$ cat src/true_random_generator_cfg.svh
// Overview of operation
// - while enabled, a fresh 32-bit word is ready every 84 clock cycles
// - control writes take effect only with key 0x524E47 in the key field
// - keyed write with enable one starts generation, zero stops it
// - interrupt asserts when a new word is ready and mask bit set
// - reading the status register clears the value-ready flag
// - ready flag is zero when data invalid or disabled, one when complete
// - writing one to enable-set register sets the mask bit
// - writing one to enable-clear register clears the mask bit
// - output data register returns the latest generated 32-bit word
`ifndef RANDOM_WORD_CFG_SVH
`define RANDOM_WORD_CFG_SVH
`define OFS_KEYED_CONTROL    8'h00
`define OFS_IRQ_ENABLE_SET   8'h10
`define OFS_IRQ_ENABLE_CLEAR 8'h14
`define OFS_IRQ_MASK_VIEW    8'h18
`define OFS_IRQ_STATUS_FLAGS 8'h1C
`define OFS_RANDOM_OUTPUT    8'h50
`define OFS_MODULE_REVISION  8'hFC
`define KEY_MSB              31
`define KEY_LSB              8
`define KEY_VALUE            24'h524E47
`define ENABLE_BIT           0
`define READY_BIT            0
`define WORD_PERIOD_CYCLES   84
`define PERIOD_CNT_W         7
// revision code value is arbitrary
`define REVISION_VALUE       32'h00000A01
`define RESP_OKAY            2'b00
`define RESP_SLVERR          2'b10
`endif

$ cat src/true_random_generator_pkg.sv
package random_word_pkg;
   typedef logic [31:0] word_t;
   typedef logic [1:0]  resp_t;
endpackage

$ cat src/true_random_generator.sv
// Our own choice: the AXI4-Lite register port.
`timescale 1ns/1ps
`include "true_random_generator_cfg.svh"
module true_random_generator
   import random_word_pkg::*;
(
   input  wire logic        ref_clk_i,
   input  wire logic        rst_n_i,
   input  wire logic [7:0]  s_axi_awaddr,
   input  wire logic        s_axi_awvalid,
   output logic             s_axi_awready,
   input  wire logic [31:0] s_axi_wdata,
   input  wire logic [3:0]  s_axi_wstrb,
   input  wire logic        s_axi_wvalid,
   output logic             s_axi_wready,
   output logic [1:0]       s_axi_bresp,
   output logic             s_axi_bvalid,
   input  wire logic        s_axi_bready,
   input  wire logic [7:0]  s_axi_araddr,
   input  wire logic        s_axi_arvalid,
   output logic             s_axi_arready,
   output logic [31:0]      s_axi_rdata,
   output logic [1:0]       s_axi_rresp,
   output logic             s_axi_rvalid,
   input  wire logic        s_axi_rready,
   output logic             irq_o
);
   localparam logic [6:0] LAST_CNT = 7'(`WORD_PERIOD_CYCLES - 1);

   logic        aw_held;
   logic [7:0]  aw_addr;
   logic        w_held;
   word_t       w_data;
   logic [3:0]  w_strb;
   logic        gen_enable;
   logic [6:0]  period_cnt;
   word_t       out_word;
   logic        ready_flag;
   logic        mask_bit;
   word_t       mix_state;
   logic        wr_fire;
   logic        rd_fire;
   logic        word_done;
   logic        key_ok;
   logic        status_read;
   word_t       next_rdata;
   resp_t       next_rresp;
   logic        ctrl_write;
   logic        set_write;
   logic        clear_write;

   function automatic logic mapped(input logic [7:0] a, input logic wr);
      if (wr)
         return a == `OFS_KEYED_CONTROL || a == `OFS_IRQ_ENABLE_SET
             || a == `OFS_IRQ_ENABLE_CLEAR;
      return a == `OFS_IRQ_MASK_VIEW || a == `OFS_IRQ_STATUS_FLAGS
          || a == `OFS_RANDOM_OUTPUT || a == `OFS_MODULE_REVISION;
   endfunction

   entropy_lfsr u_src (
      .ref_clk_i (ref_clk_i),
      .rst_n_i   (rst_n_i),
      .run_i     (1'b1),
      .state_o   (mix_state)
   );

   // write channels held independently until both present
   assign wr_fire = aw_held && w_held && !s_axi_bvalid;
   assign rd_fire = s_axi_arvalid && s_axi_arready;

   always_ff @(posedge ref_clk_i or negedge rst_n_i) begin
      if (!rst_n_i) begin
         aw_held <= 1'b0;
         aw_addr <= 8'h00;
      end else if (s_axi_awvalid && s_axi_awready) begin
         aw_held <= 1'b1;
         aw_addr <= s_axi_awaddr;
      end else if (wr_fire) begin
         aw_held <= 1'b0;
      end
   end

   always_ff @(posedge ref_clk_i or negedge rst_n_i) begin
      if (!rst_n_i) begin
         w_held <= 1'b0;
         w_data <= 32'h0;
         w_strb <= 4'h0;
      end else if (s_axi_wvalid && s_axi_wready) begin
         w_held <= 1'b1;
         w_data <= s_axi_wdata;
         w_strb <= s_axi_wstrb;
      end else if (wr_fire) begin
         w_held <= 1'b0;
      end
   end

   always_ff @(posedge ref_clk_i or negedge rst_n_i) begin
      if (!rst_n_i) begin
         s_axi_awready <= 1'b1;
         s_axi_wready  <= 1'b1;
      end else begin
         s_axi_awready <= !(aw_held || (s_axi_awvalid && s_axi_awready))
                          || wr_fire;
         s_axi_wready  <= !(w_held || (s_axi_wvalid && s_axi_wready))
                          || wr_fire;
      end
   end

   always_ff @(posedge ref_clk_i or negedge rst_n_i) begin
      if (!rst_n_i) begin
         s_axi_bvalid <= 1'b0;
         s_axi_bresp  <= `RESP_OKAY;
      end else if (wr_fire) begin
         s_axi_bvalid <= 1'b1;
         s_axi_bresp  <= mapped(aw_addr, 1'b1) ? `RESP_OKAY : `RESP_SLVERR;
      end else if (s_axi_bready) begin
         s_axi_bvalid <= 1'b0;
      end
   end

   // key checked in bits 31:8 with all four strobes; partial strobes cannot carry the key
   assign key_ok = w_data[`KEY_MSB:`KEY_LSB] == `KEY_VALUE
                   && w_strb == 4'hF;

   assign ctrl_write  = wr_fire && aw_addr == `OFS_KEYED_CONTROL && key_ok;
   assign set_write   = wr_fire && aw_addr == `OFS_IRQ_ENABLE_SET;
   assign clear_write = wr_fire && aw_addr == `OFS_IRQ_ENABLE_CLEAR;

   always_ff @(posedge ref_clk_i or negedge rst_n_i) begin
      if (!rst_n_i) begin
         gen_enable <= 1'b0;
      end else if (ctrl_write) begin
         gen_enable <= w_data[`ENABLE_BIT];
      end
   end

   assign word_done = gen_enable && period_cnt == LAST_CNT;

   always_ff @(posedge ref_clk_i or negedge rst_n_i) begin
      if (!rst_n_i) begin
         period_cnt <= 7'h0;
      end else if (!gen_enable) begin
         period_cnt <= 7'h0;
      end else if (word_done) begin
         period_cnt <= 7'h0;
      end else begin
         period_cnt <= period_cnt + 7'h1;
      end
   end

   always_ff @(posedge ref_clk_i or negedge rst_n_i) begin
      if (!rst_n_i) begin
         out_word <= 32'h0;
      end else if (word_done) begin
         out_word <= mix_state;
      end
   end

   assign status_read = rd_fire && s_axi_araddr == `OFS_IRQ_STATUS_FLAGS;

   // a new word in the same cycle as the status read wins
   always_ff @(posedge ref_clk_i or negedge rst_n_i) begin
      if (!rst_n_i) begin
         ready_flag <= 1'b0;
      end else if (word_done) begin
         ready_flag <= 1'b1;
      end else if (ctrl_write && !w_data[`ENABLE_BIT]) begin
         ready_flag <= 1'b0;
      end else if (!gen_enable) begin
         ready_flag <= 1'b0;
      end else if (status_read) begin
         ready_flag <= 1'b0;
      end
   end

   always_ff @(posedge ref_clk_i or negedge rst_n_i) begin
      if (!rst_n_i) begin
         mask_bit <= 1'b0;
      end else if (wr_fire && aw_addr == `OFS_IRQ_ENABLE_SET
                   && w_data[`READY_BIT]) begin
         mask_bit <= 1'b1;
      end else if (wr_fire && aw_addr == `OFS_IRQ_ENABLE_CLEAR
                   && w_data[`READY_BIT]) begin
         mask_bit <= 1'b0;
      end
   end

   always_ff @(posedge ref_clk_i or negedge rst_n_i) begin
      if (!rst_n_i) begin
         irq_o <= 1'b0;
      end else begin
         irq_o <= ready_flag && mask_bit;
      end
   end

   always_comb begin
      next_rdata = 32'h0;
      next_rresp = `RESP_OKAY;
      unique case (s_axi_araddr)
         `OFS_IRQ_MASK_VIEW:    next_rdata[`READY_BIT] = mask_bit;
         `OFS_IRQ_STATUS_FLAGS: next_rdata[`READY_BIT] = ready_flag;
         `OFS_RANDOM_OUTPUT:    next_rdata = out_word;
         `OFS_MODULE_REVISION:  next_rdata = `REVISION_VALUE;
         default:               next_rresp = `RESP_SLVERR;
      endcase
   end

   always_ff @(posedge ref_clk_i or negedge rst_n_i) begin
      if (!rst_n_i) begin
         s_axi_arready <= 1'b1;
         s_axi_rvalid  <= 1'b0;
         s_axi_rdata   <= 32'h0;
         s_axi_rresp   <= `RESP_OKAY;
      end else if (rd_fire) begin
         s_axi_arready <= 1'b0;
         s_axi_rvalid  <= 1'b1;
         s_axi_rdata   <= next_rdata;
         s_axi_rresp   <= next_rresp;
      end else if (s_axi_rvalid && s_axi_rready) begin
         s_axi_arready <= 1'b1;
         s_axi_rvalid  <= 1'b0;
      end
   end

   logic [7:0] gap_cnt;
   always_ff @(posedge ref_clk_i or negedge rst_n_i) begin
      if (!rst_n_i) gap_cnt <= 8'h0;
      else if (word_done || !gen_enable) gap_cnt <= 8'h0;
      else gap_cnt <= gap_cnt + 8'h1;
   end
endmodule

$ cat src/entropy_lfsr.sv
`timescale 1ns/1ps
// free-running mixing source; a real part substitutes a noise source
module entropy_lfsr (
   input  wire logic        ref_clk_i,
   input  wire logic        rst_n_i,
   input  wire logic        run_i,
   output logic [31:0]      state_o
);
   logic [31:0] lfsr;
   logic [31:0] weyl;

   always_ff @(posedge ref_clk_i or negedge rst_n_i) begin
      if (!rst_n_i) begin
         lfsr <= 32'hACE1_2468;
         weyl <= 32'h0;
      end else if (run_i) begin
         lfsr <= {lfsr[30:0], lfsr[31] ^ lfsr[21] ^ lfsr[1] ^ lfsr[0]};
         weyl <= weyl + 32'h9E37_79B9;
      end
   end

   assign state_o = lfsr ^ {weyl[15:0], weyl[31:16]};
endmodule

$ cat config.mk
export PLATFORM = sky130hd
export DESIGN_NAME = true_random_generator
export DESIGN_NICKNAME = d
export VERILOG_FILES = /design/src/true_random_generator_pkg.sv /design/src/true_random_generator.sv /design/src/entropy_lfsr.sv
export VERILOG_INCLUDE_DIRS = /design/src /design/src/src
export SDC_FILE = /design/constraint.sdc
export NUM_CORES = 1
export LEC_CHECK = 0
export BUFFER_PORTS_ARGS = -buffer_cell sky130_fd_sc_hd__buf_4
export CORE_MARGIN = 3
export CORE_UTILIZATION = 29
export DETAILED_ROUTE_END_ITERATION = 8
export GPL_TIMING_DRIVEN = 0
export HOLD_SLACK_MARGIN = 0.15
export PLACE_DENSITY_LB_ADDON = 0.1
export SETUP_SLACK_MARGIN = 0.1
export SKIP_LAST_GASP = 1
export SLEW_MARGIN = 40
export SYNTH_ARGS = -nofsm -noshare
export SYNTH_HDL_FRONTEND = slang
export SYNTH_SLANG_ARGS = --single-unit
$ cat constraint.sdc
create_clock -name ref_clk_i -period 2.7 [get_ports ref_clk_i]
set_clock_uncertainty 0.2 [all_clocks]
set_input_delay 0.405 -clock ref_clk_i [delete_from_list [all_inputs] [get_ports ref_clk_i]]
set_output_delay 0.405 -clock ref_clk_i [all_outputs]
set_load 0.01 [all_outputs]
## Word-level counts from Yosys, hierarchy flattened

Cells that the tools add are included.
Widths: inputs -> output; s select.

| word-level totals | value |
|---|---|
| bits in registers | 194 |
| input port bits | 59 |
| output and inout port bits | 42 |
| logic and storage cells | 102 |

| cells by class | value |
|---|---|
| add/sub/neg operators | 2 |
| eq/ne operators | 14 |
| muxes and demuxes | 24 |
| bitwise gates (word level) | 4 |
| reduce and logical (&&, ||, !) cells | 37 |

Operators with widths:

| kind | count |
|---|---|
| $pmux 31 s2 | 1 |
| $eq 8x5->1 const B | 6 |
| $add 32x32->32 const B | 1 |
| $xor 32x32->32 | 1 |
| $eq 24x23->1 const B | 1 |
| $mux 1 | 18 |
| $logic_and 1x1->1 | 17 |
| $eq 8x7->1 const B | 2 |
| $eq 8x8->1 const B | 2 |
| $mux 7 | 2 |
| $reduce_bool 2->1 | 5 |
| $logic_or 1x1->1 | 9 |
| $logic_not 8->1 | 1 |
| $add 7x1->7 const B | 1 |
| $eq 7x7->1 const B | 1 |
| $eq 4x4->1 const B | 1 |
| $logic_not 1->1 | 4 |
| $mux 2 | 2 |
| $ne 4x1->1 const B | 1 |
| $pmux 1 s4 | 1 |
| $reduce_or 4->1 | 1 |
| $xor 1x1->1 | 3 |

## Logic depth before layout (Yosys ltp)

Gate-level depths: netlist (run 1).

| logic depth | value |
|---|---|
| depth after elaboration | 7 |
| gate-level depth with buffers | 8 |
| depth with buffers taken out | 6 |

## Cells and area by module

A second synthesis (run 1) with hierarchy kept.

| unflattened totals | value |
|---|---|
| cell total of the unflattened synthesis | 611 |
| area total of the unflattened synthesis | 8,135.3 um^2 |

By module, submodules not included:

| module | times used | cells an instance | area an instance (um^2) | seq. area each (um^2) |
|---|---|---|---|---|
| true_random_generator | 1 | 341 | 4,808.4 | 3,031.7 |
| entropy_lfsr | 1 | 270 | 3,326.9 | 1,617.8 |

## Least setup slack after synthesis (run 1)

Ideal clock, no wire load.

| timing path | value |
|---|---|
| path type | register to register |
| start | register aw_addr[1] |
| end | register gen_enable |
| setup time | 0.125 ns |
| arrival time | 1.866 ns |
| required time | 2.375 ns |
| path slack | 0.509 ns |
| stages on the path, launching flop included | 5 |
| path buffers | 0 |
| period minus slack after synthesis | 2.191 ns |
| cells stage by stage | dfrtp_1 > or4_1 > or4_1 > nor3_1 > mux2_2 |

| between the ends | value |
|---|---|
| cells in the longest elaborated chain, start to end | 3 |

Ends and longest elaborated chain:

| element | RTL line | source |
|---|---|---|
| from (decl) | true_random_generator.sv:31 | `logic [7:0] aw_addr;` |
| from (signal assigned) | true_random_generator.sv:77 | `aw_addr <= s_axi_awaddr;` |
| $logic_not 8->1 (no line) | - |  |
| $logic_and 1x1->1 (no line) | - |  |
| $logic_and 1x1->1 | true_random_generator.sv:125 | `` assign ctrl_write = wr_fire && aw_addr == `OFS_KEYED_CONTROL && key_ok; `` |
| to (signal assigned) | true_random_generator.sv:133 | `` gen_enable <= w_data[`ENABLE_BIT]; `` |
| to (decl) | true_random_generator.sv:35 | `logic gen_enable;` |

Every way passes these cells.
A chain may end at the register's enable or synchronous reset.

## Final worst setup path (run 1)

Ends and elaborated chain as after synthesis.

==> out/qor.txt, run 1 <==
Status - complete, no violations
Synth warnings - 0
Antenna diode count - 0
Post-route DRC violation count - 0
Floorplan Core Area - 24700 sq um
Fillers - 2418
Fin crit share - 0.882
Combinational share of power - 0.123
Root Driver - clkbuf_16
Max stage delay on crit path - 570 ps
Post-synth top area cell - dfrtp_1
Critical path required time - 2800 ps
Critical Path Most Common Cell - or4_1
Number of synthesized flops with an enable pin - 0
Met1 WL - 8280 um
WL/cell - 15.0 um
I/O Buffers - 91
Final hold violations - 0
Final setup violation count - 0
TritonCTS Buffers - 17
Vias - 5053
CTS tree - built
Post-synth top cells - dfrtp_1, nand2_1, o21ai_0, xnor2_1, mux2_2
Initial antenna violation count - 0
Pwr/cell area - 709 nW/um^2
Pin count of the biggest net entering global routing - 59
Max H-tree Level - 4
Placement Rows - 57
Routability cong. - 0.706
WP data arrival - 2480 ps
Pint - 5.22 mW
Sw frac - 0.239
MaxCap Viol Count - 0
Initial Util - 0.300
Mapped Area - 7420 sq um
Post-CTS setup buffers - 0
DR top layer - met4
Hold WS - 172 ps
CP Launch Type - flip-flop
Final non-filler cell total - 1140
Met2 routed WL - 8190 um
Slew Viols, Final - 0
Synth async-reset ratio - 1.00
Detailed Route WL - 17100 um
Worst setup EP type - flip-flop
Layout cells sized above 1 - 0.233
Detailed Place HPWL - 12500 um
Later-pin clock latency in the skew report - 420 ps
Max FO, Critical Path - 4
Crit Path Class - flip-flop to flip-flop
Sw power - 1.64 mW
Synth-to-Final Area Change - 30.3%
Clk slew on worst S/H paths - 60 ps
Slowest cell on crit path - or4_1
Seq/Total Area, Yosys - 0.627
IO Pins - 101
Pre-Repair DR Iteration Count - 5
Worst hold path type - flip-flop to flip-flop
Fin crit period - 2380 ps
Total GRT Usage - 0.130
Routed vias/inst - 4.43
VDD IR max - 0.372 mV
Vias in the first global route - 5495
Initial DRC Count - 258
Nets - 864
Area fraction of the dominant cell type after synthesis - 0.570
CP Cell Sequence - or4_1 -> or4_1 -> nor3_1 -> mux2_2
Num Clock Sinks - 185
Rel. slew slack - 0.566
Leakage power - 4.22 nW
Clock buffer depth - 2
Reg power frac - 0.485
Most used DFF post-synth - dfrtp_1
Clk pwr share - 0.392
Syn avg cell area - 11.5 sq um
Gate Count Post-Synth - 646
Remaining Overflow, GRT - 0
Antenna Violating Nets Remaining - 0
RSZ-0062 raised after global routing - false
Cell with the most instances after synthesis - dfrtp_1
Netlist cell types - 56
DIE AREA - 27500 sq um
Die Ht - 166 um
Max Fclk - 420 MHz
#FFs+latches synth - 185
Die width - 166 um
Dpl cells - 1065
Routed length on met3 - 459 um
Synth top area cells - dfrtp_1, nand2_1, dfstp_2
First-pass GRT wire length - 29000 um
Worst slew pin tran - 652 ps
-- cell families (layout without fill, tap and decap cells) --
| logic type | count (synthesis) | count (layout) | synth area share |
|---|---|---|---|
| compound gates | 118 | 118 | 0.0918 |
| xor+xnor | 65 | 65 | 0.0768 |
| fa+ha+maj | 2 | 2 | 0.00337 |
| buf+inv | 43 | 212 | 0.0228 |
| flops | 185 | 185 | 0.627 |
| mux | 40 | 40 | 0.0602 |
| other cells | 1 | 2 | 0.000506 |
| simple gates | 192 | 192 | 0.118 |
-- worst paths after layout --
check | start | endpoint | slack (ps) | cells after the start
setup / recovery | aw_addr[1] | gen_enable | 320 | 4
hold / removal | u_src.lfsr[5] | u_src.lfsr[6] | 170 | 0
max in group asynchronous | rst_n_i | u_src.lfsr[10] | 1140 | 4
setup reg to reg | aw_addr[1] | gen_enable | 320 | 4
hold reg to reg | u_src.lfsr[5] | u_src.lfsr[6] | 170 | 0
min in group asynchronous | rst_n_i | w_data[29] | 260 | 2
-- final cells by class --
cell class / count / area [sq um] / share of cell area
sequential: 185 / 4650 / 0.481
multi-input combinational: 419 / 2600 / 0.269
timing repair buffer: 137 / 1200 / 0.124
clock buffer: 19 / 453 / 0.0468
tap: 324 / 405 / 0.0419
clock inverter: 13 / 190 / 0.0197
buffer: 29 / 119 / 0.0123
inverter: 14 / 52.6 / 0.00544
-- cells in the final DEF, fill, tap and decap left out, types with 8 or more instances in the layout --
master | netlist | final
a21oi_1 | 11 | 11
buf_4 | 2 | 92
clkbuf_1 | 26 | 24
clkbuf_16 | 0 | 17
dfrtp_1 | 169 | 169
dfstp_2 | 16 | 16
dlygate4sd3_1 | 0 | 43
inv_1 | 14 | 14
mux2_2 | 37 | 37
nand2_1 | 121 | 121
nand3_1 | 13 | 13
nor2_1 | 15 | 15
nor3_1 | 8 | 8
o21ai_0 | 82 | 82
xnor2_1 | 46 | 46
xor2_1 | 19 | 19
-- state kept, by name (all words and copies together) (netlist names), 4 cells and up --
signal,cells
w_data,25
s_axi_rdata,32
w_strb,4
period_cnt,7
u_src.lfsr,32
out_word,32
u_src.weyl,32
aw_addr,8
-- repair_timing --
| action | in CTS | in global routing |
|---|---|---|
| setup endpoints to repair | 0 | 8 |
| hold buffers | 43 | 0 |
| endpoints found under the hold margin | 171 | 0 |
| resized for setup | 0 | 4 |
-- per-layer routing --
metal  vias to the layer above  global-route usage
li1                       2508                   -
met1                      2455               0.175
met2                        78               0.211
met3                        12              0.0279
met4                         0              0.0358
met5                         -                   0
-- critical path, delay by kind of cell (launching register included) --
family / cells / cell delay [ps]
simple gates: 3 / 1340
flops: 1 / 370
mux: 1 / 350
-- stage by stage --
stage	power (mW)	setup TNS (ps)	util	instance area (sq um)	worst slack [ps]
6_report	6.85	0	0.391	9670	319
5_1_grt	7.19	0	0.391	9670	127
4_1_cts	6.96	0	0.391	9670	289
3_5_place_dp	4.18	0	0.347	8590	189
3_3_place_gp	4.11	-24280	0.344	8510	-161
2_1_floorplan	3.81	0	-	7420	509
-- power by group through the flow --
stage | combinational, mW | sequential, mW | clock (mW)
floorplan | 0.475 | 3.33 | 0
global placement | 0.761 | 3.35 | 0
detailed placement | 0.809 | 3.38 | 0
CTS | 0.864 | 3.32 | 2.77
global route | 0.935 | 3.37 | 2.89
finish | 0.844 | 3.32 | 2.69
(Power assumes the default switching activity.)
==> run 2, diff against run 1 <==
- CTS_BUF_LIST: unset -> sky130_fd_sc_hd__clkbuf_4
==> out/qor.txt, run 2 (same netlist as run 1, synthesis figures left out) <==
Floorplan Core Area - 24700 sq um (unchanged)
Slew Viols, Final - 0 (unchanged)
Total GRT Usage - 0.131 (was 0.130)
Fin crit period - 2580 ps (was 2380 ps)
I/O Buffers - 91 (unchanged)
Reg2Reg Depth - 4 (unchanged)
R2R Path End - gen_enable (unchanged)
Setup tns final - 0 ps (unchanged)
Finished Core Util - 0.383 (was 0.391)
FF/Latch Area - 4650 sq um (unchanged)
Worst flop-to-flop path startpoint - aw_addr[1] (unchanged)
Pwr/cell area - 620 nW/um^2 (was 709 nW/um^2)
Post-route DRC violation count - 0 (unchanged)
CP Launch Type - input pin (was flip-flop)
Remaining Overflow, GRT - 0 (unchanged)
Detailed Route WL - 17400 um (was 17100 um)
Hold WS - 173 ps (was 172 ps)
Initial DRC Count - 261 (was 258)
Worst min-delay path endpoint - u_src.lfsr[27] (was u_src.lfsr[6])
Worst Hold Depth - 0 (unchanged)
Fillers - 2438 (was 2418)
Max FO, Critical Path - 4 (unchanged)
Initial Util - 0.300 (unchanged)
Crit Path Class - input pin to flip-flop (was flip-flop to flip-flop)
Vias - 5109 (was 5053)
Status - complete, no violations (unchanged)
Fin crit share - 0.954 (was 0.882)
Max Fclk - 388 MHz (was 420 MHz)
Worst setup EP type - flip-flop (unchanged)
Initial antenna violation count - 1 (was 0)
WL/cell - 15.1 um (was 15.0 um)
Power Total - 5.88 mW (was 6.85 mW)
Die width - 166 um (unchanged)
Leakage power - 4.12 nW (was 4.22 nW)
TritonCTS Buffers - 17 (unchanged)
CP Cell Sequence - dlygate4sd3_1 -> buf_4 -> nor4_4 -> nand2_1 -> dlygate4sd3_1 -> a21boi_0 -> dlygate4sd3_1 -> o21ai_0 (was or4_1 -> or4_1 -> nor3_1 -> mux2_2)
VDD IR max - 0.261 mV (was 0.372 mV)
Max stage delay on crit path - 580 ps (was 570 ps)
Worst slew pin tran - 651 ps (was 652 ps)
Clk slew on worst S/H paths - 160 ps (was 60 ps)
Post-CTS setup buffers - 0 (unchanged)
Rel. slew slack - 0.566 (about the same)
Nets - 874 (was 864)
Critical path startpoint - s_axi_araddr[3] (was aw_addr[1])
DIE AREA - 27500 sq um (unchanged)
Most common library cell in the layout ignoring fill and taps - dfrtp_1 (unchanged)
Routed vias/inst - 4.44 (was 4.43)
Crit-path leading delay family - buffers and inverters (was simple AND/OR/NAND/NOR gates)
Buf/Inv on CP - 4 (was 0)
Synth-to-Final Area Change - 27.8% (was 30.3%)
Pin count of the biggest net entering global routing - 59 (unchanged)
Final hold violations - 0 (unchanged)
Vias in the first global route - 5571 (was 5495)
Clock buffer depth - 2 (unchanged)
Later-pin clock latency in the skew report - 570 ps (was 420 ps)
Slowest cell on crit path - dlygate4sd3_1 (was or4_1)
Final setup violation count - 0 (unchanged)
R2r setup slk - 320 ps (about the same)
WP data arrival - 2810 ps (was 2480 ps)
Hold Crit Start - u_src.lfsr[26] (was u_src.lfsr[5])
Final worst-path setup slack - 125 ps (was 319 ps)
Multi-input gate area - 2620 sq um (was 2600 sq um)
RSZ-0062 raised after global routing - true (was false)
Max H-tree Level - 4 (unchanged)
MaxCap Viol Count - 0 (unchanged)
Critical Path Most Common Cell - dlygate4sd3_1 (was or4_1)
Root Driver - clkbuf_4 (was clkbuf_16)
First-pass GRT wire length - 29500 um (was 29000 um)
Most frequent cells in the layout - dfrtp_1, nand2_1, buf_4 (unchanged)
Antenna Violating Nets Remaining - 0 (unchanged)
Layout cells sized above 1 - 0.230 (was 0.233)
Placement Rows - 57 (unchanged)
Routability cong. - 0.706 (unchanged)
Detailed Place HPWL - 12500 um (unchanged)
Pre-CTS setup slack - 189 ps (unchanged)
CTS tree - built (unchanged)
Die Ht - 166 um (unchanged)
Num Clock Sinks - 185 (unchanged)
Pre-Repair DR Iteration Count - 4 (was 5)
IO Pins - 101 (unchanged)
Critical path required time - 2930 ps (was 2800 ps)
Worst hold path type - flip-flop to flip-flop (unchanged)
-- run 2: where the power goes --
| group | switching, mW | internal, mW | leakage [nW] | total, mW |
|---|---|---|---|---|
| clock network | 0.966 | 0.739 | 0.172 | 1.70 |
| logic | 0.372 | 0.483 | 1.58 | 0.855 |
| registers | 0.192 | 3.13 | 2.37 | 3.32 |
| total | 1.53 | 4.35 | 4.12 | 5.88 |
-- run 2: how the worst max path moves through the flow --
stage | endpoint | slack, ps | depth (start not counted)
CTS | s_axi_rresp[1] | 140 | 8
detailed placement | s_axi_rdata[25] | 190 | 7
global placement | u_src.weyl[19] | -160 | 1
finish | s_axi_rresp[1] | 120 | 8
global route | s_axi_rresp[1] | 90 | 8
floorplan | gen_enable | 510 | 4
-- run 2: layer usage --
layer	part of all wire	track usage
met3	0.025	0.0286
met2	0.48	0.216
met1	0.49	0.178
met5	0	0
met4	0.0070	0.0325
-- run 2: layout make-up --
| cell class | instances | share of cell area |
|---|---|---|
| Clock inverter | 15 | 0.0209 |
| Inverter | 14 | 0.00554 |
| Tap cell | 324 | 0.0428 |
| Clock buffer | 17 | 0.0135 |
| Timing Repair Buffer | 147 | 0.138 |
| Multi-Input combinational cell | 419 | 0.276 |
| Buffer | 29 | 0.0125 |
| Sequential cell | 185 | 0.491 |
| Antenna cell | 1 | 0.000264 |
-- run 2: repair_timing --
item | in CTS | in global routing
gates resized for setup | 0 | 6
setup endpoints to repair | 0 | 21
hold buffers | 53 | 0
hold endpoints to repair | 232 | 0
-- run 2: per-stage QoR --
| step | cell area (sq um) | std cells |
|---|---|---|
| after CTS | 9460 | 1150 |
| after global placement | 8510 | 1062 |
| after floorplan | 7420 | 647 |
| after detailed placement | 8590 | 1065 |
| after global routing | 9480 | 1151 |
| final | 9480 | 1151 |
